$ cat config.mk
export PLATFORM = sky130hd
export DESIGN_NAME = usbe_engine
export DESIGN_NICKNAME = d
export VERILOG_FILES = /design/src/usbe_pkg.sv /design/src/usbe_engine.sv
export VERILOG_INCLUDE_DIRS = /design/src
export SDC_FILE = /design/constraint.sdc
export NUM_CORES = 1
export LEC_CHECK = 0
export ABC_AREA = 0
export BUFFER_PORTS_ARGS = -buffer_cell sky130_fd_sc_hd__buf_2
export CAP_MARGIN = 20
export CORE_ASPECT_RATIO = 0.6
export CORE_UTILIZATION = 55
export CTS_CLUSTER_DIAMETER = 150
export DETAILED_ROUTE_END_ITERATION = 6
export PLACE_DENSITY = 0.85
export SLEW_MARGIN = 30
export SYNTH_ARGS = -nofsm -noshare
export SYNTH_HDL_FRONTEND = slang
export SYNTH_SLANG_ARGS = --single-unit
$ cat constraint.sdc
create_clock -name i_sys_clk -period 17.5 [get_ports i_sys_clk]
set_clock_uncertainty 0.15 [all_clocks]
set_input_delay 0 -clock i_sys_clk [delete_from_list [all_inputs] [get_ports i_sys_clk]]
set_output_delay 0 -clock i_sys_clk [all_outputs]
set_load 0.01 [all_outputs]
$ cat src/usbe_map.svh
// Purpose: Register offsets, field positions and codes of the endpoint engine
// Assumes: Included by bare name; definitions only
// Notes: Endpoint entries are 16-byte strides in SRAM, 9 bytes used
`ifndef USBE_MAP_SVH
`define USBE_MAP_SVH

// ----------------------------------------
// Register offsets
// ----------------------------------------
`define USBE_R_CTRL 4'h0
`define USBE_R_ADDR 4'h1
`define USBE_R_EPBASE 4'h2
`define USBE_R_PPEN 4'h3
`define USBE_R_STATUS 4'h4
`define USBE_R_MASK 4'h5
`define USBE_R_TCFIFO 4'h6
`define USBE_R_TCCNT 4'h7

// ----------------------------------------
// Control register fields and reset values
// ----------------------------------------
`define USBE_CTRL_EN 0
`define USBE_CTRL_LS 1
`define USBE_CTRL_CLK_LO 2
`define USBE_CTRL_CLK_HI 3
`define USBE_CTRL_SLEEP 4
`define USBE_CTRL_RST 5'h00
`define USBE_ZERO16 16'h0000

// ----------------------------------------
// Status bits
// ----------------------------------------
`define USBE_ST_TC 0
`define USBE_ST_SUSP 1
`define USBE_ST_RES 2
`define USBE_ST_NAK 3
`define USBE_ST_OVF 4

// ----------------------------------------
// Endpoint entry layout (byte index in entry, bit in control byte)
// ----------------------------------------
`define USBE_ENT_BYTES 4'h9
`define USBE_ENT_CNT_LO 4'h5
`define USBE_ENT_CNT_HI 4'h6
`define USBE_C_READY 0
`define USBE_C_TYPE_LO 1
`define USBE_C_TYPE_HI 2
`define USBE_C_MP 3
`define USBE_C_DONE 4

// ----------------------------------------
// Token and handshake codes
// ----------------------------------------
`define USBE_PID_OUT 4'h1
`define USBE_PID_IN 4'h9
`define USBE_PID_SETUP 4'hD
`define USBE_PID_ACK 4'h2
`define USBE_PID_NAK 4'hA

// ----------------------------------------
// Transaction-complete queue
// ----------------------------------------
`define USBE_TC_DEPTH 8
`define USBE_TC_FULL 4'h8

`endif

$ cat src/usbe_pkg.sv
// Purpose: Types shared by the endpoint engine
// Assumes: Used by scoped name only
// Notes: States are one-hot
package usbe_pkg;

	typedef enum logic [9:0]
	{
		S_IDLE = 10'h001,
		S_FETCH = 10'h002,
		S_DEC = 10'h004,
		S_NAK = 10'h008,
		S_TXRD = 10'h010,
		S_TXLD = 10'h020,
		S_TXOUT = 10'h040,
		S_RXD = 10'h080,
		S_ACK = 10'h100,
		S_WB = 10'h200
	} usbe_state_t;

	typedef enum logic [1:0]
	{
		XFER_CTRL = 2'h0,
		XFER_INT = 2'h1,
		XFER_BULK = 2'h2,
		XFER_ISO = 2'h3
	} usbe_xfer_t;

endpackage : usbe_pkg

$ cat src/usbe_engine.sv
// Purpose: Device-side endpoint engine: tokens, SRAM DMA, handshakes, queue
// Assumes: Packet layer on the same clock decodes tokens and serialises bytes
// Notes: Bus state pins are synchronised; one clock domain only
//
// Summary of operation
// - Works as full or low speed device; speed chosen by control bit.
// - Sixteen endpoint addresses, one in and one out endpoint each.
// - Each endpoint entry selects control, interrupt, bulk or isochronous type.
// - Maximum packet size per endpoint, up to 1023 bytes.
// - No local buffers; entries and data live in SRAM at software base.
// - Own DMA moves packet bytes between bus and SRAM buffers.
// - Own DMA fetches and writes back endpoint entries in SRAM.
// - Ping-pong pairs both entries in one direction, alternating banks.
// - Multipacket splits large payloads into packets without software.
// - Multipacket raises no completion event until the whole payload or a short packet ends it.
// - Completed transactions queue in a first-come, first-served FIFO.
// - Idle bus suspend may request sleep of the microcontroller.
// - Bus resume wakes the microcontroller.
// - Clock source select is its own field, apart from system clock.
// - Event pulses mark completions and setup packets.
`timescale 1ns/1ns
`include "usbe_map.svh"

module usbe_engine
(
	// Clock and reset
	input wire logic i_sys_clk,
	input wire logic i_rst,
	// Register port
	input wire logic [3:0] i_reg_addr,
	input wire logic [15:0] i_reg_wdata,
	input wire logic i_reg_wr,
	input wire logic i_reg_rd,
	output logic [15:0] o_reg_rdata,
	// Tokens from packet layer
	input wire logic i_tok_valid,
	input wire logic [3:0] i_tok_pid,
	input wire logic [6:0] i_tok_addr,
	input wire logic [3:0] i_tok_ep,
	// Received data bytes
	input wire logic i_rx_valid,
	input wire logic [7:0] i_rx_data,
	input wire logic i_rx_end,
	input wire logic i_rx_err,
	// Transmit data bytes
	output logic o_tx_valid,
	output logic [7:0] o_tx_data,
	output logic o_tx_last,
	input wire logic i_tx_ready,
	// Handshake request
	output logic o_hs_valid,
	output logic [3:0] o_hs_pid,
	// SRAM port, read data in the same cycle as o_mem_re
	output logic [15:0] o_mem_addr,
	output logic [7:0] o_mem_wdata,
	output logic o_mem_we,
	output logic o_mem_re,
	input wire logic [7:0] i_mem_rdata,
	// Bus line state pins
	input wire logic i_bus_suspend,
	input wire logic i_bus_resume,
	// System side
	output logic o_low_speed,
	output logic [1:0] o_clk_sel,
	output logic o_sleep_ok,
	output logic o_wake,
	output logic o_evt_tc,
	output logic o_evt_setup,
	output logic o_irq
);

	// ----------------------------------------
	// Declarations
	// ----------------------------------------
	usbe_pkg::usbe_state_t state_reg;
	logic [4:0] ctrl_reg;
	logic [6:0] dev_addr_reg;
	logic [15:0] epbase_reg;
	logic [15:0] ppen_reg;
	logic [15:0] bank_reg;
	logic [4:0] status_reg;
	logic [4:0] mask_reg;
	logic [4:0] status_set;
	logic [3:0] ep_reg;
	logic dir_reg;
	logic setup_reg;
	logic [15:0] ent_addr_reg;
	logic [3:0] idx_reg;
	logic cap_reg;
	logic [71:0] cfg_reg;
	logic [15:0] j_reg;
	logic [15:0] len_reg;
	logic rx_ovf_reg;
	logic nak_pulse_reg;
	logic tc_push_reg;
	logic [4:0] tc_mem [0:`USBE_TC_DEPTH-1];
	logic [2:0] tc_wr_reg;
	logic [2:0] tc_rd_reg;
	logic [3:0] tc_cnt_reg;
	logic tc_pop;
	logic tc_ovf;
	logic [1:0] susp_sync_reg;
	logic [1:0] res_sync_reg;
	logic susp_d_reg;
	logic res_d_reg;
	logic susp_rise;
	logic res_rise;
	logic tok_hit;
	logic tok_in;
	logic ent_sel;
	logic c_ready;
	logic c_mp;
	usbe_pkg::usbe_xfer_t c_type;
	logic [15:0] c_max;
	logic [15:0] c_buf;
	logic [15:0] c_cnt;
	logic [15:0] c_tot;
	logic [15:0] c_off;
	logic [15:0] c_rem;
	logic [15:0] in_len;
	logic [15:0] new_cnt;
	logic xfer_done;

	// ----------------------------------------
	// Entry fields and packet arithmetic
	// ----------------------------------------
	assign c_ready = cfg_reg[`USBE_C_READY];
	assign c_mp = cfg_reg[`USBE_C_MP];
	assign c_type = usbe_pkg::usbe_xfer_t'(cfg_reg[`USBE_C_TYPE_HI:`USBE_C_TYPE_LO]);
	assign c_max = {6'h00, cfg_reg[17:8]};
	assign c_buf = cfg_reg[39:24];
	assign c_cnt = cfg_reg[55:40];
	assign c_tot = cfg_reg[71:56];
	assign c_off = c_mp ? c_cnt : `USBE_ZERO16;
	assign c_rem = c_tot - c_cnt;
	// Non-multipacket IN sends the count field, clamped to max size
	assign in_len = c_mp ? ((c_rem > c_max) ? c_max : c_rem)
		: ((c_cnt > c_max) ? c_max : c_cnt);
	assign new_cnt = c_mp ? c_cnt + j_reg : j_reg;
	// Short packet also ends a multipacket transfer
	assign xfer_done = !c_mp || (new_cnt >= c_tot) || (j_reg < c_max);

	assign tok_in = (i_tok_pid == `USBE_PID_IN);
	assign ent_sel = ppen_reg[i_tok_ep] ? bank_reg[i_tok_ep] : tok_in;
	assign tok_hit = i_tok_valid && ctrl_reg[`USBE_CTRL_EN] && (i_tok_addr == dev_addr_reg)
		&& (tok_in || (i_tok_pid == `USBE_PID_OUT) || (i_tok_pid == `USBE_PID_SETUP));

	// ----------------------------------------
	// Transaction sequencer and SRAM DMA
	// ----------------------------------------
	always_ff @(posedge i_sys_clk or posedge i_rst)
	begin
		if (i_rst)
		begin
			state_reg <= usbe_pkg::S_IDLE;
			ep_reg <= 4'h0;
			dir_reg <= 1'b0;
			setup_reg <= 1'b0;
			ent_addr_reg <= 16'h0000;
			idx_reg <= 4'h0;
			cap_reg <= 1'b0;
			cfg_reg <= 72'h00_0000_0000_0000_0000;
			j_reg <= 16'h0000;
			len_reg <= 16'h0000;
			rx_ovf_reg <= 1'b0;
			nak_pulse_reg <= 1'b0;
			tc_push_reg <= 1'b0;
			bank_reg <= 16'h0000;
			o_mem_addr <= 16'h0000;
			o_mem_wdata <= 8'h00;
			o_mem_we <= 1'b0;
			o_mem_re <= 1'b0;
			o_tx_valid <= 1'b0;
			o_tx_data <= 8'h00;
			o_tx_last <= 1'b0;
			o_hs_valid <= 1'b0;
			o_hs_pid <= 4'h0;
			o_evt_setup <= 1'b0;
		end
		else
		begin
			o_mem_we <= 1'b0;
			o_mem_re <= 1'b0;
			o_hs_valid <= 1'b0;
			nak_pulse_reg <= 1'b0;
			tc_push_reg <= 1'b0;
			o_evt_setup <= 1'b0;
			rx_ovf_reg <= 1'b0;
			case (state_reg)
				usbe_pkg::S_IDLE:
				begin
					if (tok_hit)
					begin
						ep_reg <= i_tok_ep;
						dir_reg <= tok_in;
						setup_reg <= (i_tok_pid == `USBE_PID_SETUP);
						ent_addr_reg <= epbase_reg + {7'h00, i_tok_ep, ent_sel, 4'h0};
						idx_reg <= 4'h0;
						state_reg <= usbe_pkg::S_FETCH;
					end
				end
				usbe_pkg::S_FETCH:
				begin
					// One byte per cycle; data lands one cycle behind the read
					o_mem_re <= (idx_reg < `USBE_ENT_BYTES);
					o_mem_addr <= ent_addr_reg + {12'h000, idx_reg};
					cap_reg <= (idx_reg < `USBE_ENT_BYTES);
					if (idx_reg < `USBE_ENT_BYTES)
						idx_reg <= idx_reg + 4'h1;
					if (cap_reg)
						cfg_reg <= {i_mem_rdata, cfg_reg[71:8]};
					if (cap_reg && (idx_reg == `USBE_ENT_BYTES))
						state_reg <= usbe_pkg::S_DEC;
				end
				usbe_pkg::S_DEC:
				begin
					cap_reg <= 1'b0;
					j_reg <= 16'h0000;
					len_reg <= in_len;
					if (!c_ready)
						state_reg <= (c_type == usbe_pkg::XFER_ISO) ? usbe_pkg::S_IDLE
							: usbe_pkg::S_NAK;
					else if (dir_reg)
						state_reg <= (in_len == 16'h0000) ? usbe_pkg::S_WB : usbe_pkg::S_TXRD;
					else
						state_reg <= usbe_pkg::S_RXD;
				end
				usbe_pkg::S_NAK:
				begin
					o_hs_valid <= 1'b1;
					o_hs_pid <= `USBE_PID_NAK;
					nak_pulse_reg <= 1'b1;
					state_reg <= usbe_pkg::S_IDLE;
				end
				usbe_pkg::S_TXRD:
				begin
					o_mem_re <= 1'b1;
					o_mem_addr <= c_buf + c_off + j_reg;
					state_reg <= usbe_pkg::S_TXLD;
				end
				usbe_pkg::S_TXLD:
				begin
					o_tx_data <= i_mem_rdata;
					o_tx_valid <= 1'b1;
					o_tx_last <= (j_reg == len_reg - 16'h0001);
					state_reg <= usbe_pkg::S_TXOUT;
				end
				usbe_pkg::S_TXOUT:
				begin
					if (i_tx_ready)
					begin
						o_tx_valid <= 1'b0;
						o_tx_last <= 1'b0;
						j_reg <= j_reg + 16'h0001;
						state_reg <= o_tx_last ? usbe_pkg::S_WB : usbe_pkg::S_TXRD;
					end
				end
				usbe_pkg::S_RXD:
				begin
					if (i_rx_err)
						state_reg <= usbe_pkg::S_IDLE;
					else if (i_rx_end)
						state_reg <= (c_type == usbe_pkg::XFER_ISO) ? usbe_pkg::S_WB
							: usbe_pkg::S_ACK;
					else if (i_rx_valid)
					begin
						// Bytes beyond max size are dropped and flagged
						if (j_reg < c_max)
						begin
							o_mem_we <= 1'b1;
							o_mem_addr <= c_buf + c_off + j_reg;
							o_mem_wdata <= i_rx_data;
							j_reg <= j_reg + 16'h0001;
						end
						else
							rx_ovf_reg <= 1'b1;
					end
				end
				usbe_pkg::S_ACK:
				begin
					o_hs_valid <= 1'b1;
					o_hs_pid <= `USBE_PID_ACK;
					o_evt_setup <= setup_reg;
					state_reg <= usbe_pkg::S_WB;
				end
				usbe_pkg::S_WB:
				begin
					// Write back control, then count low and high bytes
					o_mem_we <= 1'b1;
					idx_reg <= idx_reg + 4'h1;
					if (idx_reg == 4'h0)
					begin
						o_mem_addr <= ent_addr_reg;
						o_mem_wdata <= {cfg_reg[7:5], cfg_reg[`USBE_C_DONE] | xfer_done,
							cfg_reg[3:1], c_ready & ~xfer_done};
					end
					else if (idx_reg == 4'h1)
					begin
						o_mem_addr <= ent_addr_reg + {12'h000, `USBE_ENT_CNT_LO};
						o_mem_wdata <= new_cnt[7:0];
					end
					else
					begin
						o_mem_addr <= ent_addr_reg + {12'h000, `USBE_ENT_CNT_HI};
						o_mem_wdata <= new_cnt[15:8];
						// Completion event only when the transfer completes, in full or by a short packet
						tc_push_reg <= xfer_done;
						if (xfer_done && ppen_reg[ep_reg])
							bank_reg[ep_reg] <= ~bank_reg[ep_reg];
						state_reg <= usbe_pkg::S_IDLE;
					end
				end
				default:
					state_reg <= usbe_pkg::S_IDLE;
			endcase
			// Entering write-back always starts at the control byte
			if (state_reg == usbe_pkg::S_DEC)
				idx_reg <= 4'h0;
		end
	end

	// ----------------------------------------
	// Transaction-complete queue
	// ----------------------------------------
	assign tc_pop = i_reg_rd && (i_reg_addr == `USBE_R_TCFIFO) && (tc_cnt_reg != 4'h0);
	assign tc_ovf = tc_push_reg && (tc_cnt_reg == `USBE_TC_FULL) && !tc_pop;

	always_ff @(posedge i_sys_clk or posedge i_rst)
	begin
		if (i_rst)
		begin
			tc_wr_reg <= 3'h0;
			tc_rd_reg <= 3'h0;
			tc_cnt_reg <= 4'h0;
		end
		else
		begin
			if (tc_push_reg && !tc_ovf)
				tc_wr_reg <= tc_wr_reg + 3'h1;
			if (tc_pop)
				tc_rd_reg <= tc_rd_reg + 3'h1;
			if (tc_push_reg && !tc_ovf && !tc_pop)
				tc_cnt_reg <= tc_cnt_reg + 4'h1;
			else if (tc_pop && !tc_push_reg)
				tc_cnt_reg <= tc_cnt_reg - 4'h1;
		end
	end

	genvar g;
	generate
		for (g = 0; g < `USBE_TC_DEPTH; g = g + 1)
		begin : g_tc
			always_ff @(posedge i_sys_clk or posedge i_rst)
			begin
				if (i_rst)
					tc_mem[g] <= 5'h00;
				else if (tc_push_reg && !tc_ovf && (tc_wr_reg == 3'(g)))
					tc_mem[g] <= {ep_reg, dir_reg};
			end
		end
	endgenerate

	// ----------------------------------------
	// Bus state synchronisers and sleep control
	// ----------------------------------------
	always_ff @(posedge i_sys_clk or posedge i_rst)
	begin
		if (i_rst)
		begin
			susp_sync_reg <= 2'h0;
			res_sync_reg <= 2'h0;
			susp_d_reg <= 1'b0;
			res_d_reg <= 1'b0;
			o_wake <= 1'b0;
			o_sleep_ok <= 1'b0;
		end
		else
		begin
			susp_sync_reg <= {susp_sync_reg[0], i_bus_suspend};
			res_sync_reg <= {res_sync_reg[0], i_bus_resume};
			susp_d_reg <= susp_sync_reg[1];
			res_d_reg <= res_sync_reg[1];
			// Sleep allowed only while suspended and the engine is idle
			o_sleep_ok <= ctrl_reg[`USBE_CTRL_SLEEP] && susp_sync_reg[1]
				&& (state_reg == usbe_pkg::S_IDLE);
			o_wake <= res_rise;
		end
	end

	assign susp_rise = susp_sync_reg[1] && !susp_d_reg;
	assign res_rise = res_sync_reg[1] && !res_d_reg;

	// ----------------------------------------
	// Status, mask and interrupt
	// ----------------------------------------
	always_comb
	begin
		status_set = 5'h00;
		status_set[`USBE_ST_TC] = tc_push_reg;
		status_set[`USBE_ST_SUSP] = susp_rise;
		status_set[`USBE_ST_RES] = res_rise;
		status_set[`USBE_ST_NAK] = nak_pulse_reg;
		status_set[`USBE_ST_OVF] = tc_ovf || rx_ovf_reg;
	end

	always_ff @(posedge i_sys_clk or posedge i_rst)
	begin
		if (i_rst)
			status_reg <= 5'h00;
		else if (i_reg_wr && (i_reg_addr == `USBE_R_STATUS))
			// A new event wins over a clear in the same cycle
			status_reg <= (status_reg & ~i_reg_wdata[4:0]) | status_set;
		else
			status_reg <= status_reg | status_set;
	end

	assign o_irq = |(status_reg & mask_reg);
	assign o_evt_tc = tc_push_reg;

	// ----------------------------------------
	// Register writes
	// ----------------------------------------
	always_ff @(posedge i_sys_clk or posedge i_rst)
	begin
		if (i_rst)
		begin
			ctrl_reg <= `USBE_CTRL_RST;
			dev_addr_reg <= 7'h00;
			epbase_reg <= 16'h0000;
			ppen_reg <= 16'h0000;
			mask_reg <= 5'h00;
		end
		else if (i_reg_wr)
		begin
			if (i_reg_addr == `USBE_R_CTRL)
				ctrl_reg <= i_reg_wdata[4:0];
			else if (i_reg_addr == `USBE_R_ADDR)
				dev_addr_reg <= i_reg_wdata[6:0];
			else if (i_reg_addr == `USBE_R_EPBASE)
				epbase_reg <= i_reg_wdata;
			else if (i_reg_addr == `USBE_R_PPEN)
				ppen_reg <= i_reg_wdata;
			else if (i_reg_addr == `USBE_R_MASK)
				mask_reg <= i_reg_wdata[4:0];
		end
	end

	assign o_low_speed = ctrl_reg[`USBE_CTRL_LS];
	assign o_clk_sel = ctrl_reg[`USBE_CTRL_CLK_HI:`USBE_CTRL_CLK_LO];

	// ----------------------------------------
	// Register reads, data one cycle after the strobe
	// ----------------------------------------
	always_ff @(posedge i_sys_clk or posedge i_rst)
	begin
		if (i_rst)
			o_reg_rdata <= 16'h0000;
		else if (i_reg_rd)
		begin
			if (i_reg_addr == `USBE_R_CTRL)
				o_reg_rdata <= {11'h000, ctrl_reg};
			else if (i_reg_addr == `USBE_R_ADDR)
				o_reg_rdata <= {9'h000, dev_addr_reg};
			else if (i_reg_addr == `USBE_R_EPBASE)
				o_reg_rdata <= epbase_reg;
			else if (i_reg_addr == `USBE_R_PPEN)
				o_reg_rdata <= ppen_reg;
			else if (i_reg_addr == `USBE_R_STATUS)
				o_reg_rdata <= {11'h000, status_reg};
			else if (i_reg_addr == `USBE_R_MASK)
				o_reg_rdata <= {11'h000, mask_reg};
			else if (i_reg_addr == `USBE_R_TCFIFO)
				o_reg_rdata <= {10'h000, (tc_cnt_reg != 4'h0), tc_mem[tc_rd_reg]};
			else if (i_reg_addr == `USBE_R_TCCNT)
				o_reg_rdata <= {12'h000, tc_cnt_reg};
			else
				o_reg_rdata <= 16'h0000;
		end
	end

endmodule : usbe_engine

==> flow_metrics.py <==
metrics = {
    "layout": {
        "synthToLayoutAreaGrowth_pct": 13.7,
        "nets": 2394,
        "final_area_um2": 23000,
        "drive_gt1_frac": 0.183,
        "multi_input_comb_area_um2": 11300,
        "fillerInstances": 2664,
        "antenna_cells": 0,
        "register_area_um2": 8210,
        "layout_common_cells": "dfrtp_1 (325), nand2_1 (215), o21ai_0 (154)",
        "final_common_cell": "dfrtp_1",
        "largest_register_ffs": 72,
    },
    "die": {
        "core_um2": 35600,
        "pin_count": 127,
        "die_h_um": 151,
        "dieArea_um2": 37600,
        "die_w_um": 250,
        "start_util": 0.568,
        "row_count": 53,
    },
    "timing": {
        "maxSlewViolCount": 0,
        "fin_crit_sh": 0.317,
        "worst_slew_pin_slew_ns": 1.04,
        "holdWs_ns": 0.0457,
        "finalHoldViolCount": 0,
        "rsz0062_at_grt": "false",
        "max_freq_ghz": 0.180,
        "setup_violations": 0,
        "max_slew_margin": 0.299,
        "tns_ns": 0,
        "layout_min_cycle_time_ns": 5.55,
    },
    "yosys": {
        "synth_compound_area_frac": 0.143,
        "yosysTopAreaCell": "dfrtp_1",
        "synthArstFlopShare": 1.00,
        "synth_area_leaders": "dfrtp_1 (40%), mux2_2 (7.8%), ha_1 (7.2%)",
        "yosysSeqAreaShare": 0.406,
        "synth_top_area_share": 0.404,
        "yosys.area_share.xor_xnor": 0.0450,
        "synth_area_per_cell_um2": 9.92,
        "ys_types": 82,
        "ys_warn_count": 0,
        "synth_mux_area_frac": 0.136,
        "synth_seq_cells": 328,
        "synth_fa_ha_area_frac": 0.0925,
        "synth_top_family_by_area": "compound AO/OA/AOI/OAI gates",
        "synth-simple-area-share": 0.140,
        "syn-instance-count": 2040,
        "ys.flop_type": "dfrtp_1",
        "synth_edf_count": 0,
        "synth_area_um2": 20200,
    },
    "global_route": {
        "grt_use_total": 0.354,
        "grt_max_degree": 113,
        "grt_pass1_vias": 16900,
        "grt_remaining_overflow": 0,
        "grt_pass1_wl_um": 101000,
        "antenna_found_initial": 1,
    },
    "critical_path": {
        "worstRegToRegCells": 19,
        "cp_data_arrival_time_ns": 5.87,
        "worst-setup-path-type": "reg2reg",
        "max_stage_delay_ns": 0.65,
        "cp.required_ns": 17.82,
        "worstSetupEndpointType": "register",
        "cp-start-kind": "register",
        "reg2reg_from": "cfg_reg[41]",
        "crit_chain": "inv_1 > ha_1 > nor2b_1 > o31ai_1 > a21oi_1 > a21o_1 > a21oi_1 > xnor2_1 > ha_1 > a211oi_1 > o21ai_1 > a211oi_1 > o21ai_1 > or4_1 > nor4_1 > a311oi_1 > or4_4 > o31ai_2 > a21oi_1",
        "crit_slowest_cell": "or4_1",
        "cpMostUsedCell": "a21oi_1",
        "cp_max_fo": 7,
        "r2r-end": "state_reg[4]",
        "reg2reg_slack_ns": 11.95,
    },
    "power": {
        "power.leakage_nw": 10.5,
        "vdd_drop_max_v": 0.0000776,
        "p_clk_frac": 0.390,
        "swShare": 0.278,
        "p_per_area_nw_per_um2": 76.7,
        "combinationalPowerShare": 0.121,
        "p_switching_mw": 0.491,
        "internal_power_mw": 1.27,
        "power_frac_seq": 0.489,
    },
    "hold_path": {
        "hold_path_class": "in2reg",
        "hold_end": "o_tx_data[3]",
        "hold_depth": 3,
        "min-delay-start": "i_mem_rdata[3]",
    },
    "run_status": {
        "run_status": "finished clean",
    },
    "placed_design": {
        "port_buffers": 124,
        "dp_hpwl_um": 48000,
        "placed_area_um2": 21300,
        "gp_congestion": 1.03,
    },
    "route": {
        "firstDrtPassIters": 6,
        "vias": 17500,
        "wirelength_um": 66300,
        "drt_iter0_drc": 2343,
        "wire_per_inst_um": 24.7,
        "ant_nets": 0,
        "vias_per_cell": 6.50,
        "drc": 0,
    },
    "cts": {
        "cts-root-buf": "clkbuf_16",
        "clock_latency_ns": 0.60,
        "clkSinkCount": 328,
        "postCtsResizedCells": 0,
        "clockBufferDepth": 3,
        "cts_tree": "yes",
        "numCtsBuffers": 31,
        "htree_levels": 1,
        "path_clk_slew_ns": 0.07,
    },
    "flow_run": {
        "max_cap_violations": 0,
    },
}
[logic make-up (layout without fill, tap and decap cells)]
group                      Yosys count  count (layout)
AOI/OAI and AO/OA                  467             467
xor gates and xnor gates           104             104
adders and majority gates          137             137
buffers and inverters              198             376
DFF                                328             328
muxes                              212             212
other                                1               2
and+or+nand+nor                    593             593
[worst max-delay path, delay by kind of cell, from the launching register on]
family                     cells  cell delay (ns)
DFF                            1             0.47
xor gates and xnor gates       1             0.18
buffers and inverters          1             0.17
and+or+nand+nor                4             1.63
adders and majority gates      2             0.62
AOI/OAI and AO/OA             11             2.19
[stage by stage]
| step | util | total power [mW] | setup WS (ns) | cells |
|---|---|---|---|---|
| after floorplan | - | 0.995 | 8.27 | 2041 |
| after global placement | 0.597 | 1.05 | 12.16 | 2558 |
| after detailed placement | 0.598 | 1.06 | 12.06 | 2558 |
| after CTS | 0.645 | 1.75 | 12.00 | 2684 |
| after global routing | 0.646 | 1.82 | 11.63 | 2686 |
| final | 0.646 | 1.77 | 11.95 | 2686 |
[synthesized netlist by cell type (32+ instances only)]
cell type and count:
o21ai_0 154, a21oi_1 106, mux4_2 36, nand3_1 37, clkbuf_1 82, inv_1 108, xor2_1 41, nand2_1 216
mux2i_1 32, ha_1 116, nor2_1 130, xnor2_1 63, dfrtp_1 327, nor3_1 42, mux2_2 140
[per-layer routing]
layer	GRT usage	vias to the layer above	routed length, µm
met5	0	-	0
met4	0.105	0	2150
met3	0.138	172	10200
met2	0.474	1181	25900
met1	0.520	8487	28000
li1	-	7632	-
[power groups by stage]
stage / clock [mW] / combinational, mW / sequential (mW)
after CTS: 0.689 / 0.204 / 0.857
after detailed placement: 0 / 0.190 / 0.870
after floorplan: 0 / 0.152 / 0.843
after global routing: 0.721 / 0.229 / 0.866
after global placement: 0 / 0.182 / 0.865
final: 0.689 / 0.213 / 0.863
[worst max path at each step]
| stage | start | endpoint |
|---|---|---|
| after floorplan | i_rst | bank_reg[0] |
| after global placement | j_reg[1] | bank_reg[13] |
| after detailed placement | cfg_reg[41] | state_reg[4] |
| after CTS | cfg_reg[41] | state_reg[4] |
| after global routing | cfg_reg[41] | state_reg[4] |
| final | cfg_reg[41] | state_reg[4] |
[final cells by class]
class,count,area share
flip-flops and latches,328,0.357
repair buffers,211,0.0639
clock inverters,17,0.00674
well taps,467,0.0254
inverters,108,0.0179
multi-input cells,1515,0.493
clock buffers,40,0.0365
[what timing repair did]
action | CTS | global route
hold buffers | 69 | 0
endpoints found under the hold margin | 225 | 0
buffers inserted | 0 | 0
Note: power is estimated with default switching activity, not from simulation.
